**src/hw/tdw_pkg.sv**
```systemverilog
// shared constants and types for the transfer descriptor walker
// assumes 32-bit memory words and a simple register port with byte offsets
package tdw_pkg;

	////////////////////////////////////////////////////////////////
	// register map (byte offsets on the plain register port)
	localparam int REG_AW = 8;
	localparam logic [REG_AW-1:0] REG_CTRL = 8'h00;
	localparam logic [REG_AW-1:0] REG_STATUS = 8'h04;
	localparam logic [REG_AW-1:0] REG_IMASK = 8'h08;
	localparam logic [REG_AW-1:0] REG_FLBASE = 8'h0C;
	localparam logic [REG_AW-1:0] REG_CUROBJ = 8'h10;
	localparam logic [REG_AW-1:0] REG_LINK = 8'h14;
	localparam logic [REG_AW-1:0] REG_TDCNT = 8'h18;

	// control register fields
	localparam int CTRL_RUN = 0;
	localparam int CTRL_RESTART = 1;
	localparam int CTRL_HALTED = 2;
	localparam logic CTRL_RUN_RESET = 1'b0;

	// status / mask layout
	localparam int ST_W = 4;
	localparam int ST_HALT = 0;
	localparam int ST_FRAME = 1;
	localparam int ST_TD = 2;
	localparam int ST_OVR = 3;
	localparam logic [ST_W-1:0] ST_RESET = 4'h0;
	localparam logic [ST_W-1:0] IMASK_RESET = 4'h0;
	// the halt bit is never maskable
	localparam logic [ST_W-1:0] ST_MASKABLE = 4'hE;

	////////////////////////////////////////////////////////////////
	// memory structures
	localparam int WORD_W = 32;
	localparam int ALIGN_BITS = 4;
	localparam logic [ALIGN_BITS-1:0] ALIGN_ZERO = 4'h0;
	localparam int FL_BASE_LSB = 12;
	localparam int FL_BASE_W = WORD_W - FL_BASE_LSB;
	localparam int FRAME_IDX_W = 10;
	localparam logic [1:0] WORD_LANE_ZERO = 2'h0;
	localparam logic [WORD_W-1:0] WORD_STEP = 32'h0000_0004;

	// words fetched per object kind
	localparam int TD_WORDS = 8;
	localparam int CNT_W = 4;
	localparam logic [CNT_W-1:0] CNT_FL = 4'h1;
	localparam logic [CNT_W-1:0] CNT_QH = 4'h2;
	localparam logic [CNT_W-1:0] CNT_TD = 4'h8;
	localparam int TDCNT_W = 16;

	// control/status and token word fields checked here
	localparam int CTRL_RSVD_HI = 31;
	localparam int CTRL_RSVD_LO = 30;
	localparam int CTRL_ISO_BIT = 25;
	localparam int PID_W = 8;
	localparam logic [PID_W-1:0] PID_IN = 8'h69;
	localparam logic [PID_W-1:0] PID_OUT = 8'hE1;
	localparam logic [PID_W-1:0] PID_SETUP = 8'h2D;

	// link word as stored in memory
	typedef struct packed {
		logic [WORD_W-ALIGN_BITS-1:0] next_object_address;
		logic reserved;
		logic depth_breadth_select;
		logic is_queue_head;
		logic terminate;
	} tdw_link_s;

	// first four words of a transfer_descriptor, link lowest
	typedef struct packed {
		logic [WORD_W-1:0] buffer;
		logic [WORD_W-1:0] token;
		logic [WORD_W-1:0] ctrl;
		tdw_link_s link;
	} tdw_td_s;

	typedef logic [TD_WORDS-1:0][WORD_W-1:0] tdw_words_t;

	typedef enum logic [1:0] {
		XFER_CONTROL,
		XFER_BULK,
		XFER_INTR,
		XFER_ISO
	} tdw_xfer_e;

endpackage

```
**src/hw/tdw_fetch.sv**
```systemverilog
// word fetcher: reads count consecutive words from an aligned base
// assumes the memory answers each held request with one rvalid pulse
`timescale 1ns/100ps
module tdw_fetch
	import tdw_pkg::*;
(
	input wire logic ref_clk,
	input wire logic reset,
	input wire logic start,
	input wire logic [WORD_W-1:0] base,
	input wire logic [CNT_W-1:0] count,
	output logic done,
	output logic mem_req,
	output logic [WORD_W-1:0] mem_addr,
	input wire logic mem_rvalid,
	input wire logic [WORD_W-1:0] mem_rdata,
	output tdw_words_t words
);

	logic busy_reg;
	logic done_reg;
	logic [CNT_W-1:0] idx_reg;
	logic [CNT_W-1:0] cnt_reg;
	logic [WORD_W-1:0] addr_reg;
	tdw_words_t words_reg;

	////////////////////////////////////////////////////////////////
	// one request outstanding at a time keeps ordering trivial
	wire logic take = busy_reg && mem_rvalid;
	wire logic last = (idx_reg == cnt_reg - 4'h1);

	assign mem_req = busy_reg;
	assign mem_addr = addr_reg;
	assign done = done_reg;
	assign words = words_reg;

	// sequencer and capture array
	always_ff @(posedge ref_clk or posedge reset) begin
		if (reset) begin
			busy_reg <= 1'b0;
			done_reg <= 1'b0;
			idx_reg <= '0;
			cnt_reg <= '0;
			addr_reg <= '0;
			words_reg <= '0;
		end else begin
			done_reg <= 1'b0;
			if (start && !busy_reg) begin
				busy_reg <= 1'b1;
				addr_reg <= base;
				idx_reg <= '0;
				cnt_reg <= count;
			end else if (take) begin
				words_reg[idx_reg[2:0]] <= mem_rdata;
				if (last) begin
					busy_reg <= 1'b0;
					done_reg <= 1'b1;
				end else begin
					idx_reg <= idx_reg + 4'h1;
					addr_reg <= addr_reg + WORD_STEP;
				end
			end
		end
	end

endmodule

```
**src/hw/tdw_walker.sv**
```systemverilog
// transfer descriptor walker: walks one frame of the schedule in memory
// assumes an external executor runs each presented descriptor on the bus
// and that memory answers fetches through tdw_fetch
//
// What this block does
// - descriptor pointers are 16-byte aligned; low four address bits forced zero
// - every transfer_descriptor is fetched as one fixed 32-byte structure
// - failed descriptor consistency check halts processing at once and interrupts
// - the consistency-check halt interrupt ignores the mask register
// - one format serves all four transfer types, decoded from descriptor bits and queue context
// - link bits 31:4 become next object address bits 31:4
// - depth_breadth_select honoured only for queued descriptors; 1 depth, 0 breadth
// - depth first continues with the next descriptor of the same queue
// - link bit 1 chooses queue_head (1) or transfer_descriptor (0) processing
// - terminate inside a queue ends that queue; link not followed
// - terminate outside a queue marks the last descriptor of the frame
// - frame list on 4 KB boundary, queue heads 16-byte aligned
`timescale 1ns/100ps
module tdw_walker
	import tdw_pkg::*;
(
	input wire logic ref_clk,
	input wire logic reset,
	input wire logic [REG_AW-1:0] reg_addr,
	input wire logic [WORD_W-1:0] reg_wdata,
	input wire logic reg_wr,
	input wire logic reg_rd,
	output logic [WORD_W-1:0] reg_rdata,
	input wire logic frame_start,
	input wire logic [FRAME_IDX_W-1:0] frame_index,
	output logic mem_req,
	output logic [WORD_W-1:0] mem_addr,
	input wire logic mem_rvalid,
	input wire logic [WORD_W-1:0] mem_rdata,
	output logic td_valid,
	output tdw_td_s td_out,
	output tdw_xfer_e td_xfer,
	output logic td_in_queue,
	input wire logic td_ack,
	output logic irq,
	output logic halted
);

	typedef enum logic [3:0] {
		S_IDLE,
		S_FL_FETCH,
		S_FL_EVAL,
		S_QH_FETCH,
		S_QH_EVAL,
		S_TD_FETCH,
		S_TD_CHECK,
		S_TD_EXEC,
		S_TD_NEXT,
		S_HALT
	} tdw_state_e;

	////////////////////////////////////////////////////////////////
	// state and storage
	tdw_state_e state_reg;
	tdw_state_e state_next;
	logic [WORD_W-1:0] obj_reg;
	logic [WORD_W-1:0] obj_next;
	logic [CNT_W-1:0] cnt_reg;
	logic [CNT_W-1:0] cnt_next;
	logic go_reg;
	logic go_next;
	logic inq_reg;
	logic inq_next;
	tdw_link_s qh_link_reg;
	tdw_link_s qh_link_next;
	tdw_td_s td_reg;
	tdw_xfer_e xfer_reg;
	logic run_reg;
	logic [ST_W-1:0] status_reg;
	logic [ST_W-1:0] status_next;
	logic [ST_W-1:0] imask_reg;
	logic [FL_BASE_W-1:0] flbase_reg;
	logic [TDCNT_W-1:0] tdcnt_reg;
	logic [WORD_W-1:0] rdata_reg;

	// comb outputs of the walk logic
	tdw_link_s tgt;
	logic follow;
	logic frame_end;
	logic stop;

	// fetcher side
	logic fetch_done;
	tdw_words_t fw;

	////////////////////////////////////////////////////////////////
	// register port decode
	wire logic wr_ctrl = reg_wr && (reg_addr == REG_CTRL);
	wire logic wr_status = reg_wr && (reg_addr == REG_STATUS);
	wire logic wr_imask = reg_wr && (reg_addr == REG_IMASK);
	wire logic wr_flbase = reg_wr && (reg_addr == REG_FLBASE);
	// restart is the only way out of a check halt
	wire logic restart = wr_ctrl && reg_wdata[CTRL_RESTART];
	wire logic run_now = wr_ctrl ? reg_wdata[CTRL_RUN] : run_reg;

	// frame list entry sits on a 4 KB aligned table, one word per frame
	wire logic [WORD_W-1:0] fl_entry_addr = {flbase_reg, frame_index, WORD_LANE_ZERO};

	// a frame is only taken from idle while running
	wire logic frame_take = frame_start && run_reg && (state_reg == S_IDLE);
	wire logic frame_ovr = frame_start && run_reg && (state_reg != S_IDLE);

	////////////////////////////////////////////////////////////////
	// descriptor consistency checks, on the freshly fetched words
	wire tdw_link_s chk_link = fw[0];
	wire logic [WORD_W-1:0] chk_ctrl = fw[1];
	wire logic [PID_W-1:0] chk_pid = fw[2][PID_W-1:0];
	// queue head element link, second word of the head
	wire tdw_link_s qh_elem = fw[1];
	wire logic chk_iso = chk_ctrl[CTRL_ISO_BIT];
	// bit 3 is reserved; a one there means a corrupt link
	wire logic err_link = chk_link.reserved;
	wire logic err_rsvd = |chk_ctrl[CTRL_RSVD_HI:CTRL_RSVD_LO];
	wire logic pid_ok = (chk_pid == PID_IN) || (chk_pid == PID_OUT) || (chk_pid == PID_SETUP);
	// isochronous descriptors have no business inside a queue
	wire logic err_isoq = chk_iso && inq_reg;
	wire logic chk_err = err_link || err_rsvd || !pid_ok || err_isoq;

	// transfer type from iso bit, setup token and queue context
	wire tdw_xfer_e xfer_dec = chk_iso ? XFER_ISO :
		(chk_pid == PID_SETUP) ? XFER_CONTROL :
		inq_reg ? XFER_BULK : XFER_INTR;

	// the whole 32-byte structure is read even though only four words are used
	wire logic check_now = (state_reg == S_TD_CHECK);
	wire logic td_done_evt = (state_reg == S_TD_EXEC) && td_ack;

	////////////////////////////////////////////////////////////////
	// interrupt status: set wins over a write-one clear
	wire logic [ST_W-1:0] st_set = {frame_ovr, td_done_evt, frame_end, check_now && chk_err};
	wire logic [ST_W-1:0] st_clr = wr_status ? reg_wdata[ST_W-1:0] : ST_RESET;
	assign status_next = (status_reg & ~st_clr) | st_set;

	// halt bit bypasses the mask so it always reaches the host
	assign irq = status_reg[ST_HALT] || (|(status_reg & imask_reg & ST_MASKABLE));

	////////////////////////////////////////////////////////////////
	// read mux
	wire logic [WORD_W-1:0] rd_ctrl = {29'h0000_0000, halted, 1'b0, run_reg};
	wire logic [WORD_W-1:0] rd_word =
		(reg_addr == REG_CTRL) ? rd_ctrl :
		(reg_addr == REG_STATUS) ? {28'h000_0000, status_reg} :
		(reg_addr == REG_IMASK) ? {28'h000_0000, imask_reg} :
		(reg_addr == REG_FLBASE) ? {flbase_reg, 12'h000} :
		(reg_addr == REG_CUROBJ) ? obj_reg :
		(reg_addr == REG_LINK) ? td_reg.link :
		(reg_addr == REG_TDCNT) ? {16'h0000, tdcnt_reg} :
		32'h0000_0000;

	assign reg_rdata = rdata_reg;
	assign halted = (state_reg == S_HALT);
	assign td_valid = (state_reg == S_TD_EXEC);
	assign td_out = td_reg;
	assign td_xfer = xfer_reg;
	assign td_in_queue = inq_reg;

	////////////////////////////////////////////////////////////////
	// walk sequencer
	always_comb begin
		state_next = state_reg;
		obj_next = obj_reg;
		cnt_next = cnt_reg;
		go_next = 1'b0;
		inq_next = inq_reg;
		qh_link_next = qh_link_reg;
		tgt = td_reg.link;
		follow = 1'b0;
		frame_end = 1'b0;
		stop = 1'b0;
		case (state_reg)
			S_IDLE: begin
				if (frame_take) begin
					state_next = S_FL_FETCH;
					obj_next = fl_entry_addr;
					cnt_next = CNT_FL;
					go_next = 1'b1;
					inq_next = 1'b0;
				end
			end
			S_FL_FETCH: begin
				if (fetch_done) begin
					state_next = S_FL_EVAL;
				end
			end
			S_FL_EVAL: begin
				// frame list entry leads outside any queue
				tgt = fw[0];
				inq_next = 1'b0;
				follow = 1'b1;
			end
			S_QH_FETCH: begin
				if (fetch_done) begin
					state_next = S_QH_EVAL;
				end
			end
			S_QH_EVAL: begin
				qh_link_next = fw[0];
				if (qh_elem.terminate) begin
					// empty queue: move on along the head link
					tgt = fw[0];
					inq_next = 1'b0;
				end else if (qh_elem.is_queue_head) begin
					// nested queue heads are walked as new queues
					tgt = fw[1];
					inq_next = 1'b0;
				end else begin
					tgt = fw[1];
					inq_next = 1'b1;
				end
				follow = 1'b1;
			end
			S_TD_FETCH: begin
				if (fetch_done) begin
					state_next = S_TD_CHECK;
				end
			end
			S_TD_CHECK: begin
				// stop on the spot, nothing else is fetched
				if (chk_err) begin
					state_next = S_HALT;
				end else begin
					state_next = S_TD_EXEC;
				end
			end
			S_TD_EXEC: begin
				if (td_ack) begin
					state_next = S_TD_NEXT;
				end
			end
			S_TD_NEXT: begin
				follow = 1'b1;
				if (inq_reg) begin
					if (td_reg.link.terminate) begin
						// end of queue: this link is never followed
						tgt = qh_link_reg;
						inq_next = 1'b0;
					end else if (td_reg.link.depth_breadth_select) begin
						// stay in this queue
						tgt = td_reg.link;
					end else begin
						tgt = qh_link_reg;
						inq_next = 1'b0;
					end
				end else begin
					// outside a queue the traversal bit means nothing
					tgt = td_reg.link;
				end
			end
			S_HALT: begin
				if (restart) begin
					state_next = S_IDLE;
				end
			end
			default: begin
				state_next = S_IDLE;
			end
		endcase
		// common link follow; run cleared abandons the frame at a boundary
		if (follow) begin
			if (tgt.terminate) begin
				state_next = S_IDLE;
				frame_end = 1'b1;
			end else if (!run_reg) begin
				state_next = S_IDLE;
				stop = 1'b1;
			end else begin
				obj_next = {tgt.next_object_address, ALIGN_ZERO};
				go_next = 1'b1;
				if (tgt.is_queue_head) begin
					state_next = S_QH_FETCH;
					cnt_next = CNT_QH;
					inq_next = 1'b0;
				end else begin
					state_next = S_TD_FETCH;
					cnt_next = CNT_TD;
				end
			end
		end
	end

	////////////////////////////////////////////////////////////////
	// walk state registers
	always_ff @(posedge ref_clk or posedge reset) begin
		if (reset) begin
			state_reg <= S_IDLE;
			obj_reg <= '0;
			cnt_reg <= '0;
			go_reg <= 1'b0;
			inq_reg <= 1'b0;
			qh_link_reg <= '0;
		end else begin
			state_reg <= state_next;
			obj_reg <= obj_next;
			cnt_reg <= cnt_next;
			go_reg <= go_next;
			inq_reg <= inq_next;
			qh_link_reg <= qh_link_next;
		end
	end

	// latch a checked descriptor for the executor
	always_ff @(posedge ref_clk or posedge reset) begin
		if (reset) begin
			td_reg <= '0;
			xfer_reg <= XFER_CONTROL;
		end else if (check_now) begin
			td_reg <= fw[3:0];
			xfer_reg <= xfer_dec;
		end
	end

	// descriptors executed in the current frame
	always_ff @(posedge ref_clk or posedge reset) begin
		if (reset) begin
			tdcnt_reg <= '0;
		end else if (frame_take) begin
			tdcnt_reg <= '0;
		end else if (td_done_evt) begin
			tdcnt_reg <= tdcnt_reg + 16'h0001;
		end
	end

	////////////////////////////////////////////////////////////////
	// software registers
	always_ff @(posedge ref_clk or posedge reset) begin
		if (reset) begin
			run_reg <= CTRL_RUN_RESET;
			status_reg <= ST_RESET;
			imask_reg <= IMASK_RESET;
			flbase_reg <= '0;
			rdata_reg <= '0;
		end else begin
			// a check halt drops run so a restart must re-arm it
			run_reg <= (check_now && chk_err) ? 1'b0 : run_now;
			status_reg <= status_next;
			if (wr_imask) begin
				imask_reg <= reg_wdata[ST_W-1:0];
			end
			if (wr_flbase) begin
				flbase_reg <= reg_wdata[WORD_W-1:FL_BASE_LSB];
			end
			rdata_reg <= reg_rd ? rd_word : 32'h0000_0000;
		end
	end

	////////////////////////////////////////////////////////////////
	// memory fetcher
	tdw_fetch u_fetch (
		.ref_clk(ref_clk),
		.reset(reset),
		.start(go_reg),
		.base(obj_reg),
		.count(cnt_reg),
		.done(fetch_done),
		.mem_req(mem_req),
		.mem_addr(mem_addr),
		.mem_rvalid(mem_rvalid),
		.mem_rdata(mem_rdata),
		.words(fw)
	);

endmodule

```
**config.mk**
```make
export PLATFORM = sky130hd
export DESIGN_NAME = tdw_walker
export DESIGN_NICKNAME = d
export VERILOG_FILES = /design/src/hw/tdw_pkg.sv /design/src/hw/tdw_fetch.sv /design/src/hw/tdw_walker.sv
export SDC_FILE = /design/constraint.sdc
export NUM_CORES = 1
export LEC_CHECK = 0
export BUFFER_PORTS_ARGS = -buffer_cell sky130_fd_sc_hd__buf_4
export CORE_ASPECT_RATIO = 1.1
export CORE_MARGIN = 3
export CORE_UTILIZATION = 25
export CTS_BUF_LIST = sky130_fd_sc_hd__clkbuf_4
export DETAILED_ROUTE_END_ITERATION = 10
export PLACE_DENSITY = 0.47
export RECOVER_POWER = 25
export SETUP_SLACK_MARGIN = 0.15
export SLEW_MARGIN = 20
export SYNTH_ARGS = -nofsm -noshare
export SYNTH_HDL_FRONTEND = slang
export SYNTH_SLANG_ARGS = --single-unit
```
**constraint.sdc**
```tcl
create_clock -name ref_clk -period 16.15 [get_ports ref_clk]
set_input_delay 1.615 -clock ref_clk [delete_from_list [all_inputs] [get_ports ref_clk]]
set_output_delay 1.615 -clock ref_clk [all_outputs]
set_load 0.05 [all_outputs]
```
# After elaboration in Yosys (flattened, before gate mapping)
# Cells that the tools add are included.
# W data, S select, Z words.
[word_totals]
reg_bits = 579
in_bits = 89
output_inout_bits = 199
[classes]
n_addsub = 4
magnitude_cmp = 2
eq_ne = 27
muxes = 78
bitwise_logic = 5
reduce_logical = 36
[ops]
columns = ["cell", "count"]
rows = [
  ["$mux W32", 20],
  ["$bwmux W256", 1],
  ["$demux W32 S3", 1],
  ["$pmux W32 S3", 1],
  ["$mux W4", 18],
  ["$mux W16", 3],
  ["$add A32 B3 Y32 const B", 1],
  ["$pmux W4 S8", 1],
  ["$mux W1", 26],
  ["$eq A8 B5 Y1 const B", 3],
  ["$add A16 B1 Y16 const B", 1],
  ["$eq A4 B3 Y1 const B", 4],
  ["$eq A8 B4 Y1 const B", 2],
  ["$logic_and A1 B1 Y1", 14],
  ["$mux W3", 3],
  ["$ne A3 B2 Y1 const B", 3],
  ["$and A4 B4 Y4", 2],
  ["$eq A4 B2 Y1 const B", 2],
  ["$eq A4 B4 Y1 const B", 2],
  ["$eq A8 B3 Y1 const B", 1],
  ["$eq A8 B6 Y1 const B", 1],
  ["$eq A8 B7 Y1 const B", 1],
  ["$eq A8 B8 Y1 const B", 1],
  ["$logic_not A8 Y1", 1],
  ["other kinds (24)", 39],
]

# Logic depth before layout (Yosys ltp)
[logic_depth]
depth_word = 9
mapped_depth = 8

# Modules after synthesis
# From an unflattened synthesis, not the netlist that was laid out.
[unflattened]
cells_unflattened = 1791
area_unflattened_um2 = 24038.1
[modules_own_cells]
columns = ["module", "instances", "cells_each", "area_per_inst_um2", "seq_area_each_um2"]
rows = [
  ["tdw_walker", 1, 964, 12169.2, 6981.7],
  ["tdw_fetch", 1, 827, 11868.9, 7457.2],
]

# Worst setup path before layout
# OpenSTA, ideal clock, no wires.
[synth_timing]
path_type = "reg2out"
from = "register state_reg[1]"
to = "output halted"
arrival_time_ns = 1.814
path_slack_ns = 12.721
stages_incl_launch_ff = 3
n_path_buf = 1
path_cell_list = "dfrtp_1 -> buf_2 -> nor3_1"
[synth_via]
elab_chain_cells = 1
[synth_lines]
columns = ["item", "line", "rtl"]
rows = [
  ["start, declared", "tdw_walker.sv:59", "tdw_state_e state_reg;"],
  ["start signal, assigned", "tdw_walker.sv:297", "state_reg <= state_next;"],
  ["$eq A4 B4 Y1", "tdw_walker.sv:156", "assign halted = (state_reg == S_HALT);"],
  ["end, declared", "tdw_walker.sv:41", "output logic halted"],
]
# Every way passes these cells.

# Worst setup path in the final report
[layout_timing]
from = "register state_reg[2]"
to = "register td_reg, in the netlist td_out[99]"
[layout_via]
elab_chain_cells = 1
[layout_lines]
columns = ["item", "line", "rtl"]
rows = [
  ["$eq A4 B3 Y1", "tdw_walker.sv:130", "wire logic check_now = (state_reg == S_TD_CHECK);"],
  ["end signal, assigned", "tdw_walker.sv:312", "td_reg <= fw[3:0];"],
  ["end, declared", "tdw_walker.sv:71", "tdw_td_s td_reg;"],
]
# Every way passes these cells.
# A chain may end at the register's enable or synchronous reset.

==> results.md <==
* Placed insts at 2867
* Synthesized area at 0.01969 mm^2
* Via density per instance at roughly 4.8
* Number of cells on the critical path at 5
* Initial DRC Count at 1016
* Setup violations, final at 0
* DR DRC count at 0
* Postcts setup bufs at 0
* Crit path required time at ~17000 ps
* Yosys cell types at 69
* Seq cells post-synth at ~450
* DR WL/cell at roughly 22 um
* Num ports at 288
* Failing checks: max-capacitance violations, max-slew violations
* Height of the die at 300.4 um
* Worst Hold Class: reg -> reg
* Setup slack at placement at 11780 ps
* CTS tree: done
* Die ar. at 0.08218 mm^2
* Hold-fix buffers, CTS at 0
* Vias in the first global route at about 15000
* CP Buf/Inv Count at 2
* FFs w/ async S/R, synth at 1.000
* Fillers at 7946
* Routed WL at 67010 um
* Largest net degree at the start of global routing at between 150 and 200
* Max_slew headroom at -2.224
* Worst Setup SP: state_reg[2]
* Post-synthesis sequential area ratio at 0.5705
* Number of nets with antenna violations after routing at 0
* Fin Hold WS at 470.3 ps
* Clock power frac at 0.236
* Setup WS post-layout at 10960 ps
* Crit-path leading delay family: buffers and inverters
* GPL Wtd Cong at 0.8370
* Cell Chain, Critical Path: nor2b_1 > nand3b_1 > clkbuf_1 > buf_4 > mux2_2
* Worst-margin pin slew at 4810 ps
* Final Skew at 39.81 ps
* Starting Density at 0.2532
* Total gr overflow at 0
* Total track usage at 0.1624
* Outcome: finished, violations left
* Worst skew pair latency at roughly 930 ps
* Worst Setup Path Type: reg -> reg
* DP Area at around 0.023 mm^2
* # Max-Cap Violations at 7
* DP HPWL at 46880 um
* Tot Pwr at 4.643 mW
* Slowest stage delay, CP at 2570 ps
* Post-synthesis net count at 1725
* Power per cell area at 189.0 mW/mm^2
* Initial antenna violation count at 3
* Synth Warn # at 0
* Final hold vios at 0
* Htree depth at 4
* Core Rows at 107
* Net Sw Frac at 0.4035
* CTS-repair resized insts at 0
* Crit share post-route at 0.3216
* Core area at 0.07778 mm^2
* Top achievable clock speed at roughly 190 MHz
* Hold_sp: u_fetch.words[2]
* Critical Path Start Type: flop
* Cell area after layout at 0.02456 mm^2
* CP Max Fanout at 70
* Worst VDD drop at 0.08215 mV
* Nets@finish at 2059
* Int Pwr at 2.770 mW
* First-pass GRT wire length at 100400 um
* Final Slew Violations at between 300 and 400
* Leak at about 12 nW
* Sequential share of power at 0.408
* RSZ-0062 raised after global routing: false
* Fin Setup TNS at 0 ps
* Switching pwr at roughly 1.9 mW
* Fin util at 0.3158
* Clock sinks at 449
* Max Buffers Root-to-Sink at 3
* Worst-path clk slew at 60 ps
* R2r worst-path depth at 5
* Data arrival time at the worst-slack endpoint at just under 6000 ps
* CP max-delay cell: clkbuf_1
* CTS root buf: clkbuf_4
* Port bufs at 279
* Final cell count without fillers at 3092
* Fin crit period at approximately 5200 ps
* Dominant synthesized flop cell: dfrtp_1
* Cts bufs inserted at 131
* Comb power frac at 0.356
* Crit end category: flop
* Synthesized area per cell at between 10 and 15 um^2
* Post-synth EDFFs at 0
* Area Growth Syn to Fin at 24.73%
* Worst r2r src: state_reg[2]
* Hold depth at 2
* Die width at 273.6 um
* Router iterations before antenna repair at 6
* Synth Instances at 1632
* Proportion of layout cells with a drive suffix above 1 at 0.4013
* DR vias at 14860
cell type report:
type                    instances  area, um^2  area share
diodes                          6       15.01   0.0006112
well taps                    1035        1295     0.05272
flip-flops and latches        449       11240      0.4574
multi-input cells            1060        7985      0.3251
clock buffers                 183        1374     0.05593
repair buffers                306        2307     0.09392
inverters                      18       68.82    0.002801
clock inverters                35       284.0     0.01156
final timing paths:
check / endpoint / slack, ps
min in group asynchronous: reg_rdata[10] / 2170
max in group asynchronous: u_fetch.mem_req / 11090
worst max register to register: td_out[99] / 10960
worst min-delay path: td_out[2] / 470
worst max-delay path: td_out[99] / 10960
worst min register to register: td_out[2] / 470
Yosys cell counts, types with 5 or more instances:
library cell | number | area share
mux2_4 | 20 | 0.015
xnor2_1 | 14 | 0.0062
nor3b_1 | 10 | 0.0038
nand2_1 | 238 | 0.045
inv_1 | 18 | 0.0034
dfrtp_1 | 449 | 0.57
nand4_1 | 9 | 0.0029
xor2_1 | 5 | 0.0022
nand3b_1 | 7 | 0.0027
nor3_1 | 14 | 0.0036
buf_2 | 26 | 0.0066
a2111oi_0 | 28 | 0.012
or3_1 | 8 | 0.0025
nand3_1 | 40 | 0.010
or4_1 | 6 | 0.0023
mux2_2 | 288 | 0.16
clkbuf_1 | 63 | 0.012
a221o_1 | 13 | 0.0066
and2_1 | 9 | 0.0029
o31ai_1 | 7 | 0.0027
a22oi_1 | 17 | 0.0065
nor2b_1 | 7 | 0.0022
a22o_1 | 31 | 0.014
mux2i_1 | 17 | 0.0086
and3_1 | 28 | 0.0089
a21oi_1 | 36 | 0.0091
nor4_1 | 9 | 0.0029
nor2_1 | 65 | 0.012
buf_1 | 13 | 0.0025
o21ai_0 | 29 | 0.0074
a222oi_1 | 12 | 0.0061
a31oi_1 | 32 | 0.010
layer usage:
layer | routed length, um | GRT usage | up-vias
li1 | - | - | 6675
met4 | 1555 | 0.05516 | 0
met5 | 0 | 0 | -
met3 | 5100 | 0.05459 | 95
met2 | 30580 | 0.2452 | 534
met1 | 29780 | 0.2176 | 7555
kinds of logic after synthesis:
| kind of cell | Yosys count | share of synthesized area |
|---|---|---|
| buf+inv | 123 | 0.02624 |
| flops | 449 | 0.5705 |
| compound gates | 242 | 0.09053 |
| xor+xnor | 20 | 0.009593 |
| mux | 325 | 0.1886 |
| simple gates | 469 | 0.1120 |
| fa+ha+maj | 4 | 0.002541 |
cells in the final DEF, fill, tap and decap left out, types with 20 or more instances in the layout:
cell type,count
a2111oi_0,24
a21oi_1,35
a22o_1,31
a31oi_1,32
and3_1,28
buf_4,296
clkbuf_4,185
clkinv_1,20
dfrtp_1,449
mux2_2,288
mux2_4,20
nand2_1,237
nand3_1,40
nor2_1,63
o21ai_0,29
worst min-delay path: cells and delay by family, from the launching register on:
kind,cells,cell delay [ps]
DFF,1,340
and+or+nand+nor,2,100
power by group through the flow:
| stage | sequential [mW] | combinational, mW | clock, mW |
|---|---|---|---|
| after floorplan | 2.25 | 0.710 | 0 |
| after global placement | 1.89 | 1.64 | 0 |
| after detailed placement | 1.92 | 1.67 | 0 |
| after CTS | 1.90 | 1.67 | 1.15 |
| after global routing | 1.95 | 1.76 | 1.22 |
| final | 1.90 | 1.65 | 1.10 |
Note: power is estimated with default switching activity, not from simulation.
